### src/interval_timer_pkg.sv
// Package for the three-channel interval timer: port offsets, command fields, constants.
// Assumes a byte-wide I/O port access from the host on the register clock.
package interval_timer_pkg;
    localparam logic [7:0] counter0_data_port  = 8'h40;
    localparam logic [7:0] counter1_data_port  = 8'h41;
    localparam logic [7:0] counter2_data_port  = 8'h42;
    localparam logic [7:0] timer_command_port  = 8'h43;
    localparam int         REG_CLK_KHZ         = 14318;
    localparam int         TICK_DIV            = 12;
    localparam logic [3:0] TICK_DIV_LAST       = 4'hb;
    localparam logic [1:0] SEL_READBACK        = 2'h3;
    localparam logic [1:0] FMT_LATCH           = 2'h0;
    localparam logic [1:0] FMT_LSB             = 2'h1;
    localparam logic [1:0] FMT_MSB             = 2'h2;
    localparam logic [1:0] FMT_BOTH            = 2'h3;
    localparam logic [2:0] MODE_RESET          = 3'h0;
    localparam logic [5:0] CTRL_RESET          = 6'h00;

    typedef struct packed {
        logic       wr;
        logic       rd;
        logic [7:0] addr;
        logic [7:0] wdata;
    } io_req_t;
endpackage : interval_timer_pkg

### src/interval_timer.sv
// Three 16-bit down-counters behind byte-wide I/O ports, counter 2 drives the speaker.
// Assumes host I/O strobes synchronous to mclk_in, one cycle each; read data valid next cycle.
// Contract
// - Counter 2 output is the speaker tone, tick rate divided by initial count.
// - Speaker carries the tone only while speaker gate enable is set.
// - Byte format selects LSB, MSB or LSB-then-MSB for reads and writes.
// - New count keeps the mode; applied per the mode's rules.
// - One command port takes control word, latch and read-back commands.
// - Mode 0: output low, rises at zero, stays high until reprogrammed.
// - Mode 1: output low, high for one tick at zero.
// - Mode 2: output high, low for one tick at terminal count, reload.
// - Mode 3: output starts high, toggles and reloads at each rollover.
// - Modes 4 and 5: output high, low one tick when count expires.
// - Each counter has its own data port at consecutive addresses.
// - Byte sequences of each counter are independent of other counters.
// - Clearing tone counter gate enable stops counter 2.
// - Latch captures live count, counting continues, held until read or reprogram.
// - Second latch before the read is ignored.
// - Read-back latches count and/or status for all selected counters.
// - Repeated status or count latches without a read are ignored.
// - Status read first, then latched count bytes, then live count.
// - Square wave decrements by two per tick, reloads at zero.
// - All registers run on the register clock, tick derived from it.
// - Platform reset drives the speaker output low.
module interval_timer (
    input  wire logic       mclk_in,
    input  wire logic       rst_n_in,
    input  wire logic       io_wr_in,
    input  wire logic       io_rd_in,
    input  wire logic [7:0] io_addr_in,
    input  wire logic [7:0] io_wdata_in,
    input  wire logic       speaker_gate_enable_in,
    input  wire logic       tone_counter_gate_enable_in,
    output logic      [7:0] io_rdata_out,
    output logic      [2:0] timer_out_out,
    output logic            speaker_tone_output_out
);
    interval_timer_pkg::io_req_t req;
    assign req = '{wr: io_wr_in, rd: io_rd_in, addr: io_addr_in, wdata: io_wdata_in};

    function automatic logic [15:0] dec_count(input logic [15:0] v, input logic bcd, input logic [15:0] step);
        logic [15:0] r;
        r = v - step;
        if (bcd) begin
            // Step through decimal digits; a wrap below zero lands on 9999
            r = v;
            for (int k = 0; k < 2; k++) begin
                if (k < int'(step)) begin
                    if (r[3:0] != 4'h0) r[3:0] = r[3:0] - 4'h1;
                    else begin
                        r[3:0] = 4'h9;
                        if (r[7:4] != 4'h0) r[7:4] = r[7:4] - 4'h1;
                        else begin
                            r[7:4] = 4'h9;
                            if (r[11:8] != 4'h0) r[11:8] = r[11:8] - 4'h1;
                            else begin
                                r[11:8]  = 4'h9;
                                r[15:12] = (r[15:12] != 4'h0) ? r[15:12] - 4'h1 : 4'h9;
                            end
                        end
                    end
                end
            end
        end
        return r;
    endfunction : dec_count

    logic [3:0]  div_ff, nxt_div;
    logic        tick_ff, nxt_tick;
    logic [2:0]  g0_ff, g1_ff;
    logic        gate_run;

    always_comb begin
        nxt_div  = (div_ff == interval_timer_pkg::TICK_DIV_LAST) ? 4'h0 : div_ff + 4'h1;
        nxt_tick = (div_ff == interval_timer_pkg::TICK_DIV_LAST);
    end

    always_ff @(posedge mclk_in) begin
        if (!rst_n_in) begin
            div_ff  <= 4'h0;
            tick_ff <= 1'b0;
            g0_ff   <= 3'h0;
        end else begin
            div_ff  <= nxt_div;
            tick_ff <= nxt_tick;
            g0_ff   <= {g0_ff[1:0], tone_counter_gate_enable_in};
        end
    end
    // Gate counts as set once the second and third stages agree
    logic gate_ff, nxt_gate;
    logic spk_sync_ff, nxt_spk;
    always_comb begin
        nxt_gate = (g0_ff[2] == g0_ff[1]) ? g0_ff[2] : gate_ff;
        nxt_spk  = (g1_ff[2] == g1_ff[1]) ? g1_ff[2] : spk_sync_ff;
    end
    always_ff @(posedge mclk_in) begin
        if (!rst_n_in) begin
            g1_ff <= 3'h0; gate_ff <= 1'b0; spk_sync_ff <= 1'b0;
        end else begin
            g1_ff <= {g1_ff[1:0], speaker_gate_enable_in};
            gate_ff <= nxt_gate; spk_sync_ff <= nxt_spk;
        end
    end
    assign gate_run = gate_ff;

    // Cycles since the last tick; a counter sees the whole spacing, a repetition only part of it
    logic [3:0]  gap_ff, nxt_gap;
    always_comb begin
        nxt_gap = tick_ff ? 4'h1 : gap_ff + 4'h1;
    end
    always_ff @(posedge mclk_in) begin
        if (!rst_n_in) begin
            gap_ff <= 4'h0;
        end else begin
            gap_ff <= nxt_gap;
        end
    end

    // Per-counter state
    logic [5:0]  ctrl_ff   [3], nxt_ctrl   [3];   // {fmt[1:0], mode[2:0], bcd}
    logic [15:0] init_ff   [3], nxt_init   [3];
    logic [15:0] cnt_ff    [3], nxt_cnt    [3];
    logic [15:0] olat_ff   [3], nxt_olat   [3];
    logic [7:0]  stat_ff   [3], nxt_stat   [3];
    logic        cl_ff     [3], nxt_cl     [3];
    logic        sl_ff     [3], nxt_sl     [3];
    logic        rmsb_ff   [3], nxt_rmsb   [3];
    logic        wmsb_ff   [3], nxt_wmsb   [3];
    logic        null_ff   [3], nxt_null   [3];
    logic        load_ff   [3], nxt_load   [3];
    logic        arm_ff    [3], nxt_arm    [3];
    logic        out_ff    [3], nxt_out    [3];
    logic [7:0]  nxt_rdata;

    always_comb begin
        logic [1:0]  sel, fmt;
        logic [2:0]  md;
        logic [15:0] src, step;
        logic        hit, done;
        sel = req.wdata[7:6]; fmt = 2'h0; md = 3'h0; src = 16'h0; step = 16'h1; hit = 1'b0; done = 1'b0;
        nxt_rdata = 8'h00;
        for (int i = 0; i < 3; i++) begin
            nxt_ctrl[i] = ctrl_ff[i]; nxt_init[i] = init_ff[i]; nxt_cnt[i] = cnt_ff[i];
            nxt_olat[i] = olat_ff[i]; nxt_stat[i] = stat_ff[i]; nxt_cl[i] = cl_ff[i];
            nxt_sl[i] = sl_ff[i]; nxt_rmsb[i] = rmsb_ff[i]; nxt_wmsb[i] = wmsb_ff[i];
            nxt_null[i] = null_ff[i]; nxt_load[i] = load_ff[i]; nxt_arm[i] = arm_ff[i];
            nxt_out[i] = out_ff[i];
            fmt = ctrl_ff[i][5:4];
            md  = ctrl_ff[i][3:1];
            hit = (req.addr == interval_timer_pkg::counter0_data_port + 8'(i));
            // Counting on each tick; counter 2 halts with its gate clear
            if (tick_ff && (i != 2 || gate_run)) begin
                if (load_ff[i]) begin
                    nxt_cnt[i]  = (md[1:0] == 2'h3) ? {init_ff[i][15:1], 1'b0} : init_ff[i];
                    nxt_load[i] = 1'b0;
                    nxt_null[i] = 1'b0;
                    nxt_arm[i]  = 1'b1;
                    if (md == 3'h1) nxt_out[i] = 1'b0;
                end else begin
                    step = (md[1:0] == 2'h3) ? 16'h2 : 16'h1;
                    nxt_cnt[i] = dec_count(cnt_ff[i], ctrl_ff[i][0], step);
                    done = (cnt_ff[i] == step) || (cnt_ff[i] == 16'h0 && step == 16'h2);
                    if (md[1:0] == 2'h2) begin
                        nxt_out[i] = !(cnt_ff[i] == 16'h2);
                        if (cnt_ff[i] == 16'h1) nxt_cnt[i] = init_ff[i];
                    end else if (md[1:0] == 2'h3) begin
                        if (done) begin
                            nxt_out[i] = !out_ff[i];
                            nxt_cnt[i] = {init_ff[i][15:1], 1'b0};
                        end
                    end else if (md == 3'h0) begin
                        if (done) nxt_out[i] = 1'b1;
                    end else if (md == 3'h1) begin
                        nxt_out[i] = done && arm_ff[i];
                        if (done) nxt_arm[i] = 1'b0;
                    end else begin
                        nxt_out[i] = !(done && arm_ff[i]);
                        if (done) nxt_arm[i] = 1'b0;
                    end
                end
            end
            // Host writes to the data port; mode is untouched
            if (req.wr && hit) begin
                if (fmt == interval_timer_pkg::FMT_LSB) begin
                    nxt_init[i] = {8'h00, req.wdata}; nxt_load[i] = 1'b1; nxt_null[i] = 1'b1;
                end else if (fmt == interval_timer_pkg::FMT_MSB) begin
                    nxt_init[i] = {req.wdata, 8'h00}; nxt_load[i] = 1'b1; nxt_null[i] = 1'b1;
                end else if (!wmsb_ff[i]) begin
                    nxt_init[i][7:0] = req.wdata; nxt_wmsb[i] = 1'b1;
                    if (md == 3'h0) nxt_out[i] = 1'b0;
                end else begin
                    nxt_init[i][15:8] = req.wdata; nxt_wmsb[i] = 1'b0;
                    nxt_load[i] = 1'b1; nxt_null[i] = 1'b1;
                end
            end
            // Host reads: status first, then latched or live count bytes
            src = cl_ff[i] ? olat_ff[i] : cnt_ff[i];
            if (req.rd && hit) begin
                if (sl_ff[i]) begin
                    nxt_rdata = stat_ff[i]; nxt_sl[i] = 1'b0;
                end else begin
                    if (fmt == interval_timer_pkg::FMT_MSB) nxt_rdata = src[15:8];
                    else if (fmt == interval_timer_pkg::FMT_BOTH && rmsb_ff[i]) nxt_rdata = src[15:8];
                    else nxt_rdata = src[7:0];
                    if (fmt == interval_timer_pkg::FMT_BOTH && !rmsb_ff[i]) nxt_rmsb[i] = 1'b1;
                    else begin
                        nxt_rmsb[i] = 1'b0; nxt_cl[i] = 1'b0;
                    end
                end
            end
            // Command port
            if (req.wr && req.addr == interval_timer_pkg::timer_command_port) begin
                if (sel == interval_timer_pkg::SEL_READBACK) begin
                    if (req.wdata[1 + i]) begin
                        if (!req.wdata[5] && !cl_ff[i]) begin
                            nxt_cl[i] = 1'b1; nxt_olat[i] = cnt_ff[i];
                        end
                        if (!req.wdata[4] && !sl_ff[i]) begin
                            nxt_sl[i] = 1'b1;
                            nxt_stat[i] = {out_ff[i], null_ff[i], ctrl_ff[i]};
                        end
                    end
                end else if (sel == 2'(i)) begin
                    if (req.wdata[5:4] == interval_timer_pkg::FMT_LATCH) begin
                        if (!cl_ff[i]) begin
                            nxt_cl[i] = 1'b1; nxt_olat[i] = cnt_ff[i];
                        end
                    end else begin
                        nxt_ctrl[i] = req.wdata[5:0];
                        nxt_cl[i] = 1'b0; nxt_sl[i] = 1'b0; nxt_rmsb[i] = 1'b0; nxt_wmsb[i] = 1'b0;
                        nxt_null[i] = 1'b1; nxt_load[i] = 1'b0; nxt_arm[i] = 1'b0;
                        nxt_out[i] = (req.wdata[3:1] != 3'h0) && (req.wdata[3:1] != 3'h1);
                    end
                end
            end
        end
    end

    always_ff @(posedge mclk_in) begin
        if (!rst_n_in) begin
            for (int i = 0; i < 3; i++) begin
                ctrl_ff[i] <= interval_timer_pkg::CTRL_RESET; init_ff[i] <= 16'h0; cnt_ff[i] <= 16'h0;
                olat_ff[i] <= 16'h0; stat_ff[i] <= 8'h00; cl_ff[i] <= 1'b0; sl_ff[i] <= 1'b0;
                rmsb_ff[i] <= 1'b0; wmsb_ff[i] <= 1'b0; null_ff[i] <= 1'b1; load_ff[i] <= 1'b0;
                arm_ff[i] <= 1'b0; out_ff[i] <= 1'b0;
            end
            io_rdata_out            <= 8'h00;
            timer_out_out           <= 3'h0;
            speaker_tone_output_out <= 1'b0;
        end else begin
            for (int i = 0; i < 3; i++) begin
                ctrl_ff[i] <= nxt_ctrl[i]; init_ff[i] <= nxt_init[i]; cnt_ff[i] <= nxt_cnt[i];
                olat_ff[i] <= nxt_olat[i]; stat_ff[i] <= nxt_stat[i]; cl_ff[i] <= nxt_cl[i];
                sl_ff[i] <= nxt_sl[i]; rmsb_ff[i] <= nxt_rmsb[i]; wmsb_ff[i] <= nxt_wmsb[i];
                null_ff[i] <= nxt_null[i]; load_ff[i] <= nxt_load[i]; arm_ff[i] <= nxt_arm[i];
                out_ff[i] <= nxt_out[i];
            end
            io_rdata_out            <= nxt_rdata;
            timer_out_out           <= {nxt_out[2], nxt_out[1], nxt_out[0]};
            speaker_tone_output_out <= nxt_out[2] && spk_sync_ff;
        end
    end

    // Checks
    a_spk_gated: assert property (@(posedge mclk_in) disable iff (!rst_n_in)
        !spk_sync_ff |=> !speaker_tone_output_out) else $error("speaker active without gate");
    a_tick_div: assert property (@(posedge mclk_in) disable iff (!rst_n_in)
        tick_ff |=> !tick_ff [*8] ##0 1'b1) else $error("tick spacing wrong");
    a_c2_frozen: assert property (@(posedge mclk_in) disable iff (!rst_n_in)
        (!gate_run && !(req.wr && req.addr == interval_timer_pkg::counter2_data_port)) |=> cnt_ff[2] == $past(cnt_ff[2]))
        else $error("counter 2 moved while stopped");
    a_latch_hold: assert property (@(posedge mclk_in) disable iff (!rst_n_in)
        (cl_ff[0] && !(req.rd || req.wr)) |=> olat_ff[0] == $past(olat_ff[0]))
        else $error("latched count changed");
    a_m0_high: assert property (@(posedge mclk_in) disable iff (!rst_n_in)
        (ctrl_ff[0][3:1] == 3'h0 && out_ff[0] && !req.wr) |=> out_ff[0]) else $error("mode 0 output fell");
    a_m2_pulse: assert property (@(posedge mclk_in) disable iff (!rst_n_in)
        (ctrl_ff[1][2:1] == 2'h2 && $fell(out_ff[1]) && !req.wr) |-> ##[1:12] out_ff[1])
        else $error("mode 2 low too long");
    a_status_first: assert property (@(posedge mclk_in) disable iff (!rst_n_in)
        (sl_ff[0] && req.rd && req.addr == interval_timer_pkg::counter0_data_port) |=> io_rdata_out == $past(stat_ff[0]))
        else $error("status not read first");
    a_null_set: assert property (@(posedge mclk_in) disable iff (!rst_n_in)
        (req.wr && req.addr == interval_timer_pkg::timer_command_port && req.wdata[7:6] == 2'h0 && req.wdata[5:4] != 2'h0)
        |=> null_ff[0]) else $error("null count not set");
    a_tick_gap: assert property (@(posedge mclk_in) disable iff (!rst_n_in)
        (tick_ff && gap_ff != 4'h0) |-> gap_ff == 4'(interval_timer_pkg::TICK_DIV))
        else $error("tick period not twelve");
    a_null_clear: assert property (@(posedge mclk_in) disable iff (!rst_n_in)
        (tick_ff && load_ff[0] && !req.wr) |=> !null_ff[0]) else $error("null count stuck");
    // Counter 2 output only moves on a tick or a host write, never between
    a_out_step: assert property (@(posedge mclk_in) disable iff (!rst_n_in)
        (!tick_ff && !req.wr) |=> $stable(out_ff[2])) else $error("output moved off tick");
    a_rdata_idle: assert property (@(posedge mclk_in) disable iff (!rst_n_in)
        !req.rd |=> io_rdata_out == 8'h00) else $error("read data without a read");
    // No disable here: the check is about the reset itself
    a_spk_reset: assert property (@(posedge mclk_in)
        !rst_n_in |=> !speaker_tone_output_out) else $error("speaker not low in reset");
endmodule : interval_timer

### config.mk
export PLATFORM = sky130hd
export DESIGN_NAME = interval_timer
export DESIGN_NICKNAME = d
export VERILOG_FILES = /design/src/interval_timer_pkg.sv /design/src/interval_timer.sv
export SDC_FILE = /design/constraint.sdc
export NUM_CORES = 1
export LEC_CHECK = 0
export BUFFER_PORTS_ARGS = -buffer_cell sky130_fd_sc_hd__buf_2
export CAP_MARGIN = 20
export CORE_ASPECT_RATIO = 1.25
export CORE_MARGIN = 4
export CORE_UTILIZATION = 30
export DETAILED_ROUTE_END_ITERATION = 6
export GPL_TIMING_DRIVEN = 0
export HOLD_SLACK_MARGIN = 0.15
export PLACE_DENSITY_LB_ADDON = 0.1
export SLEW_MARGIN = 10
export SYNTH_ARGS = -nofsm -noshare
export SYNTH_HDL_FRONTEND = slang
export SYNTH_SLANG_ARGS = --single-unit
export TNS_END_PERCENT = 20
### constraint.sdc
create_clock -name mclk_in -period 6 [get_ports mclk_in]
set_clock_uncertainty 0.15 [all_clocks]
set_input_delay 0.6 -clock mclk_in [delete_from_list [all_inputs] [get_ports mclk_in]]
set_output_delay 0.6 -clock mclk_in [all_outputs]
set_load 0.02 [all_outputs]
# Word-level counts from Yosys, hierarchy flattened
# Memory sizes are Yosys's and may differ from the RTL's.
# Index checks and enable logic that the tools add are counted.
[classes]
n_eq_ne = 41
n_reduce_logical = 85
shift = 0
muxes = 434
n_bitwise = 40
add_sub_neg = 28
magnitude_cmp = 6
multipliers = 0
div = 0
[ops]
columns = ["op", "n"]
rows = [
  ["16-bit 2-to-1 mux", 75],
  ["8-bit 2-to-1 mux", 39],
  ["1-bit 2-to-1 mux", 266],
  ["4-bit 2-to-1 mux", 30],
  ["4-bit nonzero test", 24],
  ["4-bit by 1-bit subtractor with 4-bit output (second input constant)", 24],
  ["6-bit 2-to-1 mux", 15],
  ["12-bit 2-to-1 mux", 6],
  ["16-bit by 1-bit equality test with 1-bit output (second input constant)", 3],
  ["16-bit by 2-bit equality test with 1-bit output", 3],
  ["16-bit by 2-bit equality test with 1-bit output (second input constant)", 3],
  ["16-bit logical NOT", 3],
  ["16-bit by 2-bit subtractor with 16-bit output", 3],
  ["1-bit OR", 39],
  ["2-bit equality test (second input constant)", 17],
  ["8-bit by 7-bit equality test with 1-bit output (second input constant)", 4],
  ["1-bit logical AND", 28],
  ["1-bit logical NOT", 20],
  ["1-bit by 2-bit < comparator with 1-bit output (first input constant)", 6],
  ["3-bit by 1-bit equality test with 1-bit output (second input constant)", 3],
  ["3-bit logical NOT", 3],
  ["2-bit by 1-bit equality test with 1-bit output (second input constant)", 4],
  ["2-bit 2-to-1 mux", 3],
  ["4-bit by 1-bit adder with 4-bit output (second input constant)", 1],
  ["other kinds (8)", 12],
]
[word_totals]
mem_bits_ro = 0
mem_count = 13
latch_bits = 0
mem_bits_rw = 210
regBits = 25
in_bits = 22
word_cells = 656
[memory_table]
columns = ["name", "words", "word_bits", "rd", "rd_clocked_by_memory_dff", "wr", "line", "text"]
rows = [
  ["cnt_ff", 3, 16, 3, 0, 3, "interval_timer.sv:122", "logic [15:0] cnt_ff [3], nxt_cnt [3];"],
  ["init_ff", 3, 16, 3, 0, 3, "interval_timer.sv:121", "logic [15:0] init_ff [3], nxt_init [3];"],
  ["olat_ff", 3, 16, 3, 0, 3, "interval_timer.sv:123", "logic [15:0] olat_ff [3], nxt_olat [3];"],
  ["stat_ff", 3, 8, 3, 0, 3, "interval_timer.sv:124", "logic [7:0] stat_ff [3], nxt_stat [3];"],
  ["ctrl_ff", 3, 6, 3, 0, 3, "interval_timer.sv:120", "logic [5:0] ctrl_ff [3], nxt_ctrl [3];"],
  ["arm_ff", 3, 1, 3, 0, 3, "interval_timer.sv:131", "logic arm_ff [3], nxt_arm [3];"],
  ["+7 memories", "--", "--", "--", "--", "--", "--", ""],
]

# Logic depth before layout (Yosys ltp)
[depth]
ltp_word = 23
depth_mapped = 12
depth_no_buf = 11

# Worst setup path before layout
# No wires, ideal clock.
[synth_path]
path_type = "register to register"
from = "memory ctrl_ff[2][2] (netlist: ctrl_ff[0][14])"
to = "memory cnt_ff[2][12] (netlist: cnt_ff[0][44])"
arrival_time_ns = 2.662
setup_slack_ns = 3.068
t_required_ns = 5.730
path_stages_with_launch = 12
period_less_slack_ns = 2.932
setup_ns = 0.120
path_cell_list = "dfxtp_1 -> clkbuf_1 -> nand2_1 -> inv_1 -> fa_1 -> or3b_2 -> clkbuf_1 -> nor2_1 -> nor2_1 -> or4_1 -> and3_1 -> o31a_1"
[synth_rtl]
columns = ["item", "line"]
rows = [
  ["from (decl)", "interval_timer.sv:120"],
  ["to (decl)", "interval_timer.sv:122"],
]

==> out/results.txt <==
number of vias per cell: 5.476
drt first pass iters: 5
antenna fix cells: 0
Peak supply drop: 0.0001622 V
port buffer count: 28
Layout fillers: 4519
flop-to-flop setup slack: 2260 ps
Worst Hold Class: reg -> reg
crit path max fanout: 9
Syn. warnings: 0
fin crit share: 0.6229
Yosys top cell area share: 0.3605
residual DRC count: 0
Post-synth ARST share: 0
Core Region: 42250 µm²
Yosys cell types: 89
ys flop type: dfxtp_1
vias in the first global route: 12050
synth cell count leaders: dfxtp_1, nand2_1, a21oi_1, nor2_1, clkbuf_1
CTS Buffer Depth: 3
H-tree depth: 1
Routability Congestion: 0.8728
Reg clk slew, reported paths: 60 ps
Worst R2R Start: cnt_ff[0][38]
initial core utilization: 0.3050
# rows: 84
IO Pins: 34
PwrDens: 239.9 nW/µm²
most common cell in the netlist: dfxtp_1
hpwl dp: 38150 µm
worst hold endpoint: g0_ff[1]
Area Overhead vs Synth: 14.88%
Synth Register Bits: 232
post-route ant nets: 0
Synth Instances: 1592
WL/cell: 22.95 µm
final setup margin: 2263 ps
largest net degree at the start of global routing: 14
DIE AREA: 46350 µm²
syn_nets: 1636
Setup crit end kind: flip-flop
CTS sink cnt: 232
max-slew violation count: 0
final hold vios: 0
Leak: 0.005024 µW
placed insts: 2181
Power, Total: 3551 µW
Min Hold Slack: 286.3 ps
Arrival @ worst endpoint: 4070 ps
Die Height: 239.7 µm
relative slew slack: 0.2885
first-pass GRT wire length: 77460 µm
initial antenna violation count: 1
Syn Std Cell Area: 12880 µm²
Yosys top cell by area: dfxtp_1
fin crit period: 3737 ps
grt ovf: 0
CTS root buf: clkbuf_16
DP Worst Slack: 2275 ps
Final nets: 1698
WL final: 51290 µm
fmax: 267.6 MHz
fin cells: 2235
RSZ-0062 raised after global routing: no
WS Path Type: reg -> reg
Max Cap Viol: 0
share of cells above drive strength 1: 0.09845
Worst R2R End: speaker_tone_output_out
worst endpoint required time: 6330 ps
syn_area_per_cell: 8.094 µm²
Worst Setup Start Kind: flip-flop
cts bufs inserted: 28
Worst-Skew Late Latency: 560 ps
setup TNS: 0 ps
number of flops mapped to enable cells by yosys: 0
starting DRC count in detailed routing: 922
sequential-to-total area share from yosys stat: 0.3605
routed via count: 12238
run status: completed
Slew @ Worst Pin: 1067 ps
CTS tree: yes
total global-route track usage: 0.2155
Hold Crit Start: g0_ff[0]
cell count of the worst hold path: 1
FF-to-FF path depth: 10
Die Width: 193.4 µm
setup violation total in the final timing report: 0
synth top area cells: dfxtp_1, nand2_1, mux2i_1
==> cells by family (layout without fill, tap and decap cells) <==
family,count (synthesis),count (layout),synth area share
compound gates,397,397,0.1956
xor+xnor,13,13,0.008837
fa+ha+maj,22,22,0.02311
buf+inv,178,262,0.05749
flops,232,232,0.3605
mux,108,108,0.1078
simple gates,642,642,0.2467
==> power breakdown <==
| part | internal (µW) | switching (µW) | total (µW) | leakage [µW] |
|---|---|---|---|---|
| clock | 1180 | 715 | 1900 | 0.000506 |
| combinational | 23.1 | 83.6 | 107 | 0.00265 |
| sequential | 1540 | 3.60 | 1550 | 0.00187 |
| total | 2750 | 802 | 3550 | 0.00502 |
==> routing by layer <==
layer / vias up / global-route usage / part of all wire
met5: - / 0 / 0.00025
met4: 2 / 0.09723 / 0.047
met3: 98 / 0.01970 / 0.035
met2: 312 / 0.3958 / 0.51
met1: 5962 / 0.2553 / 0.41
li1: 5864 / - / -
==> cells in the final DEF, fill, tap and decap left out, types with 6 or more instances in the layout <==
cell,instances
nor3_1,39
xnor2_1,6
o211ai_1,14
a32o_1,8
o22a_1,9
o31a_1,7
nor2b_1,16
mux2i_1,78
mux4_2,24
clkbuf_16,29
o41ai_1,6
and2_1,16
and3_1,6
clkbuf_8,7
nor2_1,126
nand2_1,224
nand2b_1,16
nand4_1,15
nor3b_1,24
or3_1,16
a21boi_0,8
a21oi_1,143
a211oi_1,8
nand3_1,70
clkbuf_1,118
a31oi_1,23
buf_2,49
xor2_1,7
ha_1,19
o21ai_0,91
o31ai_1,14
inv_1,30
nand3b_1,10
or4_1,12
nor4_1,17
dfxtp_1,232
==> per-stage QoR <==
step                cell area, µm²    util
global route                 14800  0.3503
finish                       14800  0.3503
floorplan                    12880       -
CTS                          14800  0.3503
global placement             13720  0.3248
detailed placement           13750  0.3254
==> registers in the layout, summed over array words and instances, names as in the netlist, 4 cells and up <==
name	count
cnt_ff	48
init_ff	48
olat_ff	48
stat_ff	24
ctrl_ff	18
io_rdata_out	8
div_ff	4
==> how the worst max path moves through the flow <==
stage,slack [ps],to,cells after the start,start
2_1_floorplan,3070,cnt_ff[0][44],11,ctrl_ff[0][14]
3_3_place_gp,2130,olat_ff[0][10],7,io_addr_in[3]
3_5_place_dp,2270,speaker_tone_output_out,12,ctrl_ff[0][13]
4_1_cts,2260,speaker_tone_output_out,12,ctrl_ff[0][13]
5_1_grt,1970,speaker_tone_output_out,12,ctrl_ff[0][14]
6_report,2260,speaker_tone_output_out,10,cnt_ff[0][38]
==> area by class of cell <==
type / count / area, µm² / share of cell area
clock inverter: 13 / 198.9 / 0.01344
clock buffer: 39 / 833.3 / 0.05630
multi-input combinational: 1182 / 7512 / 0.5075
sequential: 232 / 4644 / 0.3138
tap: 559 / 699.4 / 0.04725
timing repair buffer: 32 / 172.7 / 0.01167
inverter: 31 / 116.4 / 0.007861
buffer: 147 / 624.3 / 0.04218
==> critical path: stages (launching register included) <==
cell       delay, ps
dfxtp_1          300
clkbuf_1         250
nor4_2           720
and4_1           340
nand2_1           90
ha_1             280
nor2_1            40
a2111oi_0        350
o41ai_1          150
o31ai_1          730
and2_1           270
==> repair_timing <==
| item | in CTS | in global routing |
|---|---|---|
| endpoints found under the hold margin | 2 | 0 |
| resized for setup | 0 | 0 |
| endpoints found under the setup margin | 0 | 0 |
| setup buffers | 0 | 0 |
| hold buffers | 2 | 0 |
Note: power is estimated with default switching activity, not from simulation.
